**config.mk**
```make
export PLATFORM = sky130hd
export DESIGN_NAME = sle_eval
export DESIGN_NICKNAME = d
export VERILOG_FILES = /design/src/rtl/sle_pkg.sv /design/src/rtl/sle_cond.sv /design/src/rtl/sle_eval.sv
export SDC_FILE = /design/constraint.sdc
export NUM_CORES = 1
export LEC_CHECK = 0
export ABC_AREA = 1
export BUFFER_PORTS_ARGS = -buffer_cell sky130_fd_sc_hd__buf_2
export CAP_MARGIN = 5
export CORE_UTILIZATION = 38
export CTS_BUF_LIST = sky130_fd_sc_hd__clkbuf_2
export DETAILED_ROUTE_END_ITERATION = 12
export GPL_TIMING_DRIVEN = 0
export PLACE_DENSITY = 0.62
export SLEW_MARGIN = 20
export SYNTH_ARGS = -nofsm -noshare
export SYNTH_HDL_FRONTEND = slang
export SYNTH_HIERARCHICAL = 1
export SYNTH_SLANG_ARGS = --single-unit
```
**constraint.sdc**
```tcl
create_clock -name core_clk_i -period 5.9 [get_ports core_clk_i]
set_input_delay 0.295 -clock core_clk_i [delete_from_list [all_inputs] [get_ports core_clk_i]]
set_output_delay 0.295 -clock core_clk_i [all_outputs]
set_load 0.03 [all_outputs]
```
**src/rtl/sle_pkg.sv**
```systemverilog
/*
 Constants, types and register map of the step link condition evaluator.
 Assumes one core clock and a plain register port from host software.
*/
package sle_pkg;

   // Widths
   localparam int unsigned SLE_AW = 8;
   localparam int unsigned SLE_DW = 32;
   localparam int unsigned SLE_VW = 16;
   localparam int unsigned SLE_SW = 8;
   localparam int unsigned SLE_NAX = 8;

   // Register byte offsets
   localparam logic [7:0] SLE_REG_CTRL = 8'h00;
   localparam logic [7:0] SLE_REG_STATUS = 8'h04;
   localparam logic [7:0] SLE_REG_MODE = 8'h08;
   localparam logic [7:0] SLE_REG_LTYPE = 8'h0c;
   localparam logic [7:0] SLE_REG_LVAL = 8'h10;
   localparam logic [7:0] SLE_REG_LNEXT = 8'h14;
   localparam logic [7:0] SLE_REG_CUR = 8'h18;
   localparam logic [7:0] SLE_REG_MATH = 8'h1c;
   localparam logic [7:0] SLE_REG_POSSGN = 8'h20;

   // Control, status, math and mode bit positions
   localparam int unsigned SLE_CTRL_GO = 0;
   localparam int unsigned SLE_CTRL_ABORT = 1;
   localparam int unsigned SLE_STAT_WAIT = 0;
   localparam int unsigned SLE_STAT_BRANCH = 1;
   localparam int unsigned SLE_STAT_UNSUP = 2;
   localparam int unsigned SLE_STAT_NEXT = 8;
   localparam int unsigned SLE_MATH_OVF = 16;
   localparam int unsigned SLE_MODE_AXIS_LSB = 4;
   localparam int unsigned SLE_MODE_AXIS_W = 3;

   // Link type codes
   localparam logic [7:0] SLE_EQUAL_TEST = 8'h10;
   localparam logic [7:0] SLE_NOT_EQUAL_TEST = 8'h11;
   localparam logic [7:0] SLE_NO_OVERFLOW_TEST = 8'h12;
   localparam logic [7:0] SLE_OVERFLOW_TEST = 8'h13;
   localparam logic [7:0] SLE_SIGNED_LE = 8'h14;
   localparam logic [7:0] SLE_UNSIGNED_LE = 8'h18;
   localparam logic [7:0] SLE_POSITION_LE = 8'h1c;
   localparam logic [7:0] SLE_MULTI_AXIS_SETTLED_WAIT = 8'h41;
   localparam logic [1:0] SLE_ORD_LE = 2'h0;
   localparam logic [1:0] SLE_ORD_LT = 2'h1;
   localparam logic [1:0] SLE_ORD_GT = 2'h2;

   // Reset values and step increment
   localparam logic [15:0] SLE_RST_V16 = 16'h0000;
   localparam logic [7:0] SLE_RST_V8 = 8'h00;
   localparam logic [7:0] SLE_STEP_INC = 8'h01;

   // Latest math command result of the sequence axis
   typedef struct packed {
      logic        valid;
      logic [15:0] result;
      logic        ovf;
   } sle_math_t;

   // Per-axis condition inputs
   typedef struct packed {
      logic [7:0] present;
      logic [7:0] pressure;
      logic [7:0] in_pos;
      logic [7:0] at_press;
   } sle_axis_t;

   typedef enum logic [1:0] {SLE_IDLE, SLE_EVAL, SLE_WAIT} sle_state_t;

endpackage : sle_pkg

```
**src/rtl/sle_cond.sv**
```systemverilog
/*
 Combinational condition of the math compare link family.
 Assumes operands are stable while the evaluator samples the result.
*/
`timescale 1ns/1ns
`default_nettype none
module sle_cond
   import sle_pkg::*;
(
   // Step fields
   input  wire logic [7:0]  link_type_i,
   input  wire logic [15:0] link_value_i,
   input  wire logic        pos_signed_i,
   // Math result
   input  wire logic [15:0] result_i,
   input  wire logic        ovf_i,
   // Outcome
   output logic             cond_o,
   output logic             known_o
);

   // Ordering outcome from less and equal flags
   function automatic logic ord_pick(input logic lt, input logic eq, input logic [1:0] sel);
      logic r;
      r = 1'b0;
      if (sel == SLE_ORD_LE) r = lt | eq;
      else if (sel == SLE_ORD_LT) r = lt;
      else if (sel == SLE_ORD_GT) r = ~(lt | eq);
      else r = ~lt;
      return r;
   endfunction : ord_pick

   logic eq;
   logic lt_s;
   logic lt_u;
   logic [1:0] sel;

   // Bitwise equality and two ways of ordering
   assign eq   = (result_i == link_value_i);
   assign lt_s = ($signed(result_i) < $signed(link_value_i));
   assign lt_u = (result_i < link_value_i);
   assign sel  = link_type_i[1:0];

   // Decode of link family
   always_comb
   begin
      cond_o  = 1'b0;
      known_o = 1'b1;
      if (link_type_i == SLE_EQUAL_TEST) cond_o = eq;
      else if (link_type_i == SLE_NOT_EQUAL_TEST) cond_o = ~eq;
      else if (link_type_i == SLE_NO_OVERFLOW_TEST) cond_o = ~ovf_i;
      else if (link_type_i == SLE_OVERFLOW_TEST) cond_o = ovf_i;
      else if (link_type_i[7:2] == SLE_SIGNED_LE[7:2])
         cond_o = ord_pick(lt_s, eq, sel);
      else if (link_type_i[7:2] == SLE_UNSIGNED_LE[7:2])
         cond_o = ord_pick(lt_u, eq, sel);
      else if (link_type_i[7:2] == SLE_POSITION_LE[7:2])
         cond_o = ord_pick(pos_signed_i ? lt_s : lt_u, eq, sel);
      else known_o = 1'b0;
   end

endmodule : sle_cond
`default_nettype wire

```
**src/rtl/sle_eval.sv**
```systemverilog
/*
 Step link condition evaluator: register port, math result latch,
 math compare branch and multi-axis settled wait.
 Assumes synchronous inputs, one core clock and a single-cycle register port.
*/
// The implementer's own choices: the register addresses and the strobed register port.
`timescale 1ns/1ns
`default_nettype none
module sle_eval
   import sle_pkg::*;
#(
   parameter int unsigned NUM_AXES = SLE_NAX
)
(
   // Clock and reset
   input  wire logic              core_clk_i,
   input  wire logic              reset_i,
   // Register port
   input  wire logic [SLE_AW-1:0] addr_i,
   input  wire logic [SLE_DW-1:0] wdata_i,
   input  wire logic              wr_i,
   input  wire logic              rd_i,
   output logic [SLE_DW-1:0]      rdata_o,
   // Math command results of the sequence axis
   input  wire sle_math_t         math_i,
   // Axis condition inputs
   input  wire sle_axis_t         axis_i,
   // Evaluation outcome
   output logic [SLE_SW-1:0]      next_step_o,
   output logic                   step_done_o,
   output logic                   branch_o,
   output logic                   waiting_o
);

   // Complete state of the block
   typedef struct packed {
      sle_state_t       st;
      logic [15:0]      mode;
      logic [7:0]       ltype;
      logic [15:0]      lval;
      logic [7:0]       lnext;
      logic [7:0]       cur;
      logic [15:0]      res;
      logic             ovf;
      logic [7:0]       pos_signed;
      logic [7:0]       next_step;
      logic             done;
      logic             branch;
      logic             waiting;
      logic             unsup;
      logic [31:0]      rdata;
   } sle_regs_t;

   sle_regs_t r_ff;
   sle_regs_t nxt_r;

   // Combinational helpers
   logic [15:0] use_res;
   logic        use_ovf;
   logic [2:0]  axis_sel;
   logic        cond;
   logic        known;
   logic [7:0]  qualify;
   logic        all_ready;
   logic [7:0]  follow_step;
   logic        go;
   logic        abort;

   // Write strobe decode for one offset
   function automatic logic wr_hit(input logic wr,
                                   input logic [7:0] addr,
                                   input logic [7:0] off);
      return wr && (addr == off);
   endfunction : wr_hit

   // A math result in the evaluation cycle itself is used at once
   assign use_res = math_i.valid ? math_i.result : r_ff.res;
   assign use_ovf = math_i.valid ? math_i.ovf : r_ff.ovf;

   // Axis whose position range applies
   assign axis_sel = r_ff.mode[SLE_MODE_AXIS_LSB +: SLE_MODE_AXIS_W];

   // Step after the current one, wrapping past the last step
   assign follow_step = r_ff.cur + SLE_STEP_INC;

   // Control strobes
   assign go    = wr_hit(wr_i, addr_i, SLE_REG_CTRL) && wdata_i[SLE_CTRL_GO];
   assign abort = wr_hit(wr_i, addr_i, SLE_REG_CTRL) && wdata_i[SLE_CTRL_ABORT];

   // Math compare condition
   sle_cond u_cond (
      .link_type_i  (r_ff.ltype),
      .link_value_i (r_ff.lval),
      .pos_signed_i (r_ff.pos_signed[axis_sel]),
      .result_i     (use_res),
      .ovf_i        (use_ovf),
      .cond_o       (cond),
      .known_o      (known)
   );

   // Per-axis qualification for the settled wait
   always_comb
   begin
      qualify = '0;
      for (int n = 0; n < SLE_NAX; n++)
      begin
         if (n < NUM_AXES)
         begin
            qualify[n] = axis_i.present[n] &&
                         (axis_i.pressure[n] ? axis_i.at_press[n]
                                             : axis_i.in_pos[n]);
         end
      end
   end

   // All masked axes must qualify in the same cycle
   assign all_ready = &(qualify | ~r_ff.lval[7:0]);

   // Next state
   always_comb
   begin
      nxt_r = r_ff;
      nxt_r.done = 1'b0;
      nxt_r.rdata = '0;

      // Latest math command result is held until the next one
      if (math_i.valid)
      begin
         nxt_r.res = math_i.result;
         nxt_r.ovf = math_i.ovf;
      end

      // Register writes
      if (wr_hit(wr_i, addr_i, SLE_REG_MODE))
      begin
         nxt_r.mode = wdata_i[15:0];
      end
      else if (wr_hit(wr_i, addr_i, SLE_REG_LTYPE))
      begin
         nxt_r.ltype = wdata_i[7:0];
      end
      else if (wr_hit(wr_i, addr_i, SLE_REG_LVAL))
      begin
         nxt_r.lval = wdata_i[15:0];
      end
      else if (wr_hit(wr_i, addr_i, SLE_REG_LNEXT))
      begin
         nxt_r.lnext = wdata_i[7:0];
      end
      else if (wr_hit(wr_i, addr_i, SLE_REG_CUR))
      begin
         nxt_r.cur = wdata_i[7:0];
      end
      else if (wr_hit(wr_i, addr_i, SLE_REG_POSSGN))
      begin
         nxt_r.pos_signed = wdata_i[7:0];
      end

      // Register reads, data in the following cycle only
      if (rd_i)
      begin
         if (addr_i == SLE_REG_STATUS)
         begin
            nxt_r.rdata[SLE_STAT_WAIT]   = (r_ff.st != SLE_IDLE);
            nxt_r.rdata[SLE_STAT_BRANCH] = r_ff.branch;
            nxt_r.rdata[SLE_STAT_UNSUP]  = r_ff.unsup;
            nxt_r.rdata[SLE_STAT_NEXT +: SLE_SW] = r_ff.next_step;
         end
         else if (addr_i == SLE_REG_MODE)
         begin
            nxt_r.rdata[15:0] = r_ff.mode;
         end
         else if (addr_i == SLE_REG_LTYPE)
         begin
            nxt_r.rdata[7:0] = r_ff.ltype;
         end
         else if (addr_i == SLE_REG_LVAL)
         begin
            nxt_r.rdata[15:0] = r_ff.lval;
         end
         else if (addr_i == SLE_REG_LNEXT)
         begin
            nxt_r.rdata[7:0] = r_ff.lnext;
         end
         else if (addr_i == SLE_REG_CUR)
         begin
            nxt_r.rdata[7:0] = r_ff.cur;
         end
         else if (addr_i == SLE_REG_MATH)
         begin
            nxt_r.rdata[15:0] = r_ff.res;
            nxt_r.rdata[SLE_MATH_OVF] = r_ff.ovf;
         end
         else if (addr_i == SLE_REG_POSSGN)
         begin
            nxt_r.rdata[7:0] = r_ff.pos_signed;
         end
      end

      // Sequencer of one link evaluation
      case (r_ff.st)
         SLE_IDLE:
         begin
            if (go)
            begin
               nxt_r.st = SLE_EVAL;
            end
         end
         SLE_EVAL:
         begin
            nxt_r.unsup  = 1'b0;
            nxt_r.done   = 1'b1;
            nxt_r.st     = SLE_IDLE;
            if (abort)
            begin
               nxt_r.done = 1'b0;
            end
            else if (r_ff.ltype == SLE_MULTI_AXIS_SETTLED_WAIT)
            begin
               nxt_r.done = 1'b0;
               nxt_r.st   = SLE_WAIT;
            end
            else if (known)
            begin
               // No wait: branch or fall through
               nxt_r.branch    = cond;
               nxt_r.next_step = cond ? r_ff.lnext : follow_step;
            end
            else
            begin
               // Codes outside this block fall through and flag it
               nxt_r.unsup     = 1'b1;
               nxt_r.branch    = 1'b0;
               nxt_r.next_step = follow_step;
            end
         end
         SLE_WAIT:
         begin
            if (abort)
            begin
               nxt_r.st = SLE_IDLE;
            end
            else if (all_ready)
            begin
               nxt_r.branch    = 1'b1;
               nxt_r.next_step = r_ff.lnext;
               nxt_r.done      = 1'b1;
               nxt_r.st        = SLE_IDLE;
            end
            // Otherwise keep waiting, forever if a masked axis is absent
         end
         default:
         begin
            nxt_r.st = SLE_IDLE;
         end
      endcase

      // Wait flag kept in its own flop so the port needs no decode
      nxt_r.waiting = (nxt_r.st == SLE_WAIT);
   end

   // State register
   always_ff @(posedge core_clk_i)
   begin
      if (reset_i)
      begin
         r_ff.st         <= SLE_IDLE;
         r_ff.mode       <= SLE_RST_V16;
         r_ff.ltype      <= SLE_RST_V8;
         r_ff.lval       <= SLE_RST_V16;
         r_ff.lnext      <= SLE_RST_V8;
         r_ff.cur        <= SLE_RST_V8;
         r_ff.res        <= SLE_RST_V16;
         r_ff.ovf        <= 1'b0;
         r_ff.pos_signed <= SLE_RST_V8;
         r_ff.next_step  <= SLE_RST_V8;
         r_ff.done       <= 1'b0;
         r_ff.branch     <= 1'b0;
         r_ff.waiting    <= 1'b0;
         r_ff.unsup      <= 1'b0;
         r_ff.rdata      <= '0;
      end
      else
      begin
         r_ff <= nxt_r;
      end
   end

   // Outputs straight from the state register
   assign rdata_o     = r_ff.rdata;
   assign next_step_o = r_ff.next_step;
   assign step_done_o = r_ff.done;
   assign branch_o    = r_ff.branch;
   assign waiting_o   = r_ff.waiting;

endmodule : sle_eval
`default_nettype wire

```
---- After elaboration in Yosys (flattened, before gate mapping) ----
Index checks and enable logic that the tools add are counted.
operators by class
  $add $sub $neg .......................... 1
  $lt $le $gt $ge ......................... 3
  eq/ne operators ......................... 26
  muxes and demuxes ....................... 76
  bitwise gates (word level) .............. 19
  reduce and logical (&&, ||, !) cells .... 32
operator list
  operator                                             number
  two-way mux 9 bit                                    9
  two-way mux 8 bit                                    10
  equality test 8 x 5 -> 1 bit, second input constant  8
  two-way mux 16 bit                                   3
  two-way mux 1 bit                                    43
  less-than comparator 16 bit                          2
  two-way mux 10 bit                                   2
  case mux 10 bit (2 select lines)                     1
  equality test 6 x 3 -> 1 bit, second input constant  3
  logical AND 1 bit                                    17
  equality test 16 bit                                 1
  equality test 8 x 4 -> 1 bit, second input constant  2
  inverter 1 bit                                       14
  two-way mux 2 bit                                    5
  AND reduction 5 bit                                  2
  adder 8 x 1 -> 8 bit, second input constant          1
  equality test 8 x 3 -> 1 bit, second input constant  1
  equality test 8 x 6 -> 1 bit, second input constant  1
  equality test 8 x 7 -> 1 bit, second input constant  1
  logical NOT 8 bit                                    1
  inequality test 2 bit, second input constant         4
  inverter 8 bit                                       1
  bitwise OR 8 bit                                     1
  AND reduction 8 bit                                  1
  other kinds (16)                                     23
word-level totals
  register bits ........................... 127
  input port bits ......................... 94
  output and inout bits ................... 43
  word-level logic and storage cells ...... 175

---- Logic depth before layout (Yosys ltp) ----
  depth after elaboration ................. 20
  mapped depth ............................ 29
  gate-level depth less buffers ........... 27

---- Cells and area by module ----
Netlist, hierarchy kept.
modules (own cells, without submodules)
  module    instances  cells an instance  area an instance (µm²)  sequential area each (µm²)
  sle_eval  1          796                5741.8                  2242.2
  sle_cond  1          114                659.4                   0.0

---- Worst setup path after synthesis ----
No wires, ideal clock.
  kind .................................... input port to flip-flop
  start point ............................. in math_i[17] in the netlist's numbering
  end point ............................... reg r_ff (netlist bit next_step_o[4])
  setup time .............................. 0.070 ns
  data arrival time ....................... 2.923 ns
  data required time ...................... 5.830 ns
  path slack .............................. 2.907 ns
  stages on the path ...................... 23
  path buffers ............................ 2
  path through ............................ clkbuf_1 clkinv_1 clkbuf_1 nand2_1 nand2_1 ha_1 a21oi_1 o21ai_0 a21oi_1 nand2_1 nand2_1 nand3_1 nand3_1 nand3_1 nand2_1 nand2_1 nand2_1 nand2_1 nor3b_1 nand4_1 nand2_1 inv_1 a21oi_2
on the way
  word-level cells in the longest chain between the ends .. 20
  elaborated cells on any way between the ends .. 38
  those cells by class .................... 2 x order compare; 1 x eq/ne; 24 x mux; 11 x bitwise
RTL lines
  item                                                   RTL line                        text
  from (decl)                                            sle_eval.sv:25                  input wire sle_math_t math_i,
  two-way mux 16 bit *                                   sle_eval.sv:77                  assign use_res = math_i.valid ? math_i.result : r_ff.res;
  named net use_res[15]                                  sle_eval.sv:58                  logic [15:0] use_res;
  less-than comparator 16 bit, on equally long branches  sle_cond.sv:41, sle_cond.sv:40
  two-way mux 1 bit                                      sle_cond.sv:58                  cond_o = ord_pick(pos_signed_i ? lt_s : lt_u, eq, sel);
  bitwise OR 1 bit                                       sle_cond.sv:26, sle_cond.sv:28
  inverter 1 bit                                         sle_cond.sv:28                  else if (sel == SLE_ORD_GT) r = ~(lt | eq);
  two-way mux 1 bit                                      sle_cond.sv:28
  two-way mux 1 bit                                      sle_cond.sv:27                  else if (sel == SLE_ORD_LT) r = lt;
  [... 6 more ...]                                       n/a
  two-way mux 1 bit                                      sle_cond.sv:50                  else if (link_type_i == SLE_NOT_EQUAL_TEST) cond_o = ~eq;
  two-way mux 1 bit *                                    sle_cond.sv:49                  if (link_type_i == SLE_EQUAL_TEST) cond_o = eq;
  named net cond                                         sle_eval.sv:61                  logic cond;
  two-way mux 8 bit *                                    sle_eval.sv:227                 nxt_r.next_step = cond ? r_ff.lnext : follow_step;
  two-way mux 8 bit *                                    sle_eval.sv:223                 else if (known)
  two-way mux 8 bit *                                    sle_eval.sv:218                 else if (r_ff.ltype == SLE_MULTI_AXIS_SETTLED_WAIT)
  two-way mux 8 bit *                                    sle_eval.sv:214                 if (abort)
  case mux 10 bit (2 select lines) *                     sle_eval.sv:201                 case (r_ff.st)
  to (signal assigned)                                   sle_eval.sv:285                 r_ff <= nxt_r;
  to (decl)                                              sle_eval.sv:54                  sle_regs_t r_ff;
Mark *: on every way through the listed nets, which the timed path passes. The rest lies on a longest branch. The select of a mux whose other input is x is not followed.
A chain may end at the register's enable or synchronous reset.

---- Worst setup path after layout ----
Ends and elaborated chain as after synthesis.

==> metrics.log <==
[metrics] worst setup margin: 2.79 ns
[metrics] Reg clk slew, reported paths: 0.31 ns
[metrics] proportion of layout cells with a drive suffix above 1: 21.3%
[metrics] Synth Warn #: 6
[metrics] Slowest cell on crit path: sky130_fd_sc_hd__clkbuf_1
[metrics] maximum clock skew at final layout: 0.0527 ns
[metrics] CP most frequent cell: sky130_fd_sc_hd__nand2_1
[metrics] first-pass GRT wire length: 31.7 mm
[metrics] overflow left after global routing: 0
[metrics] Worst Max-Slew Pin Slew: 0.802 ns
[metrics] post-layout min period: 3.11 ns
[metrics] Total Power: 0.00134 W
[metrics] critical path, cell by cell: clkbuf_1 > clkinv_1 > clkbuf_1 > nand2_1 > nand2_1 > ha_1 > a21oi_1 > o21ai_0 > a21oi_1 > nand2_1 > nand2_1 > nand3_1 > nand3_1 > nand3_1 > nand2_1 > nand2_1 > nand2_1 > nand2_1 > nor3b_1 > nand4_1 > nand2_1 > inv_1 > a21oi_2
[metrics] Sinks on Clock Net: 112
[metrics] Avg WL per Cell: 15.5 um
[metrics] worst-case clock buffer depth: 2
[metrics] status: finished clean
[metrics] NumNets Final: 1198
[metrics] Setup Total Neg Slack: 0 ns
[metrics] number of levels in the clock H-tree: 3
[metrics] dpl hpwl: 15.7 mm
[metrics] Resized Gates After CTS: 0
[metrics] Setup WS pre-CTS: 2.02 ns
[metrics] post-synthesis compound-gate area fraction: 17.9%
[metrics] Clock Latency Late Sink: 0.68 ns
[metrics] TritonCTS clock tree: done
[metrics] Root Buffer: sky130_fd_sc_hd__clkbuf_2
[metrics] critical path class: in2reg
[metrics] synthesized-area fraction occupied by and/or/nand/nor cells: 27.7%
[metrics] largest family of logic cells by synthesized area: simple AND/OR/NAND/NOR gates
[metrics] worst vdd rail ir drop: 0.000122 V
[metrics] Crit path max-delay family: simple AND/OR/NAND/NOR gates
[metrics] total CTS buffers: 9
[metrics] startpoint kind of the worst setup timing path: input pin
[metrics] total setup violations reported at the end of the flow: 0
[metrics] Final Hold Viols: 0
[metrics] adder-cell share of the synthesized area: 4.10%
[metrics] instance count of the mapped netlist: 910
[metrics] Floorplan Core Area: 16500 um^2
[metrics] number of design rule violations left after detail routing: 0
[metrics] number of core rows: 47
[metrics] Filler Cells Inserted: 1692
[metrics] worst slew margin relative to its limit: 46.5%
[metrics] total standard cell area after synthesis: 6400 um^2
[metrics] post-CTS setup-driven buffer insertion count: 0
[metrics] First-pass DRT Iterations: 6
[metrics] multi-input combinational cell area: 3260 um^2
[metrics] leakage power summed over all cells: 3.60 nW
[metrics] max cap viols: 0
[metrics] initial antenna violation count: 1
[metrics] post-synth cell types: 46
[metrics] initial drt markers: 534
[metrics] register bit count reported by yosys: 112
[metrics] arrival time at the worst endpoint: 3.75 ns
[metrics] Hold WC Path Type: in2reg
[metrics] vias in the first global route: 5968
[metrics] multiplexer fraction of the synthesized cell area: 0%
[metrics] number of enable-type register cells in the synthesized netlist: 0
[metrics] maximum operating frequency: 0.321 GHz
[metrics] Synth Area in XOR/XNOR: 0.274%
[metrics] pin count of the biggest net entering global routing: 20
[metrics] Via-to-Cell Ratio: 4.94
[metrics] worst path required time: 6.54 ns
[metrics] final antenna-violating net count: 0
[metrics] Die Outline Area: 17400 um^2
[metrics] prevailing post-synth register cell: sky130_fd_sc_hd__dfxtp_1
[metrics] Final GP Congestion: 0.917
[metrics] power per standard cell area: 171 nW/um^2
[metrics] die span in y: 132 um
[metrics] RSZ-0062 raised after global routing: no
[metrics] buffering stage count on the worst path with inverters included: 4
[metrics] CP max stage delay: 0.33 ns
[metrics] final wirelength: 20.2 mm
[metrics] overall global routing resource usage: 23.7%
[metrics] horizontal die dimension: 132 um
[metrics] share of flip-flops with an asynchronous set or reset after synthesis: 0%
[metrics] part of the Yosys area used for sequential elements: 35.0%
[metrics] top-level port count: 137
[metrics] DR vias: 6459
[metrics] kind of end point of the critical path: flop
[metrics] area growth from synthesis to layout: 22.2%
[metrics] Max Fanout on Critical Path: 10
[metrics] Hold Buf Count CTS: 46
[metrics] sequential cell area: 2240 um^2
[metrics] max-slew violation count: 0
[metrics] Final period util: 52.7%
[metrics] Post-Synthesis Mean Instance Area: 7.03 um^2
[metrics] Initial Util: 38.7%
[metrics] input/output buffers: 102
==> worst register-to-register path, stage by stage, from the launching register on <==
cell,delay (ns)
sky130_fd_sc_hd__dfxtp_1,0.53
sky130_fd_sc_hd__inv_1,0.14
sky130_fd_sc_hd__a21oi_1,0.14
sky130_fd_sc_hd__o21ai_0,0.11
sky130_fd_sc_hd__a31oi_1,0.34
sky130_fd_sc_hd__o21ai_0,0.16
sky130_fd_sc_hd__nor2_1,0.14
sky130_fd_sc_hd__nand3_1,0.09
sky130_fd_sc_hd__nand3_1,0.07
sky130_fd_sc_hd__nand3_1,0.07
sky130_fd_sc_hd__nand2_1,0.06
sky130_fd_sc_hd__nand2_1,0.12
sky130_fd_sc_hd__nand2_1,0.12
sky130_fd_sc_hd__nand2_1,0.14
sky130_fd_sc_hd__nor3b_1,0.28
sky130_fd_sc_hd__nand4_1,0.13
sky130_fd_sc_hd__nand2_1,0.08
sky130_fd_sc_hd__inv_1,0.04
sky130_fd_sc_hd__a21oi_2,0.09
==> final cells by class <==
class | count | area share (%)
Multi-Input combinational cell | 617 | 41.7
Sequential cell | 112 | 28.7
Timing Repair Buffer | 148 | 12.4
Buffer | 72 | 6.25
Inverter | 123 | 5.92
Tap cell | 220 | 3.52
Clock inverter | 6 | 0.991
Clock buffer | 9 | 0.576
Antenna cell | 1 | 0.0320
==> synth_stat cells, drive strengths merged (2+ instances only) <==
master	instances	area (um^2)
nand3	50	263
ha	21	263
buf	59	440
o21ai	65	325
clkinv	3	12.5
a211oi	17	138
nor3b	2	15.0
a21oi	96	518
inv	120	450
dfxtp	112	2240
nor2	72	377
nor4	2	18.8
o211ai	6	45.0
a32o	5	50.1
nand2	221	875
clkbuf	13	48.8
a31oi	4	25.0
nand4	24	150
o22ai	2	12.5
nor3	7	62.6
==> cell families after synthesis <==
family	after synthesis
AND/OR/NAND/NOR	380
AO/OA/AOI/OAI	199
buffers and inverters	195
flip-flops	112
adder cells (fa/ha/maj)	21
XOR/XNOR	2
other	1
==> metrics by stage <==
stage	cells	hold slack (ns)	utilization, %	area (um^2)
floorplan	924	0.437	-	6450
global placement	1246	0.460	43.8	7240
detailed placement	1246	0.465	43.8	7240
CTS	1307	0.0327	47.3	7820
global route	1308	0.0759	47.4	7830
finish	1308	0.0748	47.4	7830
==> cell usage in the layout, fill, tap and decap left out, types with 3 or more instances in the layout <==
master                          instances
sky130_fd_sc_hd__a32o_1                 5
sky130_fd_sc_hd__nand2_2                9
sky130_fd_sc_hd__nand3_1               49
sky130_fd_sc_hd__nand4_1               24
sky130_fd_sc_hd__dlygate4sd3_1         46
sky130_fd_sc_hd__nor2_1                55
sky130_fd_sc_hd__inv_1                112
sky130_fd_sc_hd__a21oi_1               86
sky130_fd_sc_hd__a31oi_1                4
sky130_fd_sc_hd__buf_4                 41
sky130_fd_sc_hd__buf_2                112
sky130_fd_sc_hd__buf_6                  7
sky130_fd_sc_hd__clkbuf_1              13
sky130_fd_sc_hd__nor2_4                10
sky130_fd_sc_hd__inv_2                  8
sky130_fd_sc_hd__o21ai_1               21
sky130_fd_sc_hd__nor3_1                 4
sky130_fd_sc_hd__o21ai_0               44
sky130_fd_sc_hd__nand2_4                3
sky130_fd_sc_hd__nand2_1              209
sky130_fd_sc_hd__conb_1                15
sky130_fd_sc_hd__dfxtp_1              112
sky130_fd_sc_hd__a211oi_1              15
sky130_fd_sc_hd__clkbuf_2               9
sky130_fd_sc_hd__nor2_2                 6
sky130_fd_sc_hd__o211ai_1               6
sky130_fd_sc_hd__a21oi_2               10
sky130_fd_sc_hd__ha_1                  21
==> registers in the layout, indices dropped and copies added, names as in the netlist <==
register and count:
r_ff 81, rdata_o 17, next_step_o 8, axis_sel 3, branch_o 1, step_done_o 1
waiting_o 1
==> per-layer routing <==
layer	share of wire (%)	track usage [%]	vias to the layer above	routed length (um)
met5	0	0	-	0
met4	2.0	6.65	0	403
met3	5.8	4.58	26	1170
met2	45	38.6	215	9150
met1	47	31.9	2948	9520
li1	-	-	3270	-
==> power by group <==
group | internal [W] | switching (W)
clock | 0.000103 | 0.000279
sequential | 0.000768 | 0.00000525
combinational | 0.0000754 | 0.000107
==> final timing paths <==
| path | from | slack, ns | cells past startpoint | end |
|---|---|---|---|---|
| max | math_i[17] | 2.79 | 23 | next_step_o[4] |
| min | math_i[17] | 0.07 | 3 | r_ff[53] |
| max reg2reg | axis_sel[0] | 3.00 | 18 | next_step_o[4] |
| min reg2reg | r_ff[32] | 0.49 | 2 | rdata_o[2] |
(Power assumes the default switching activity.)
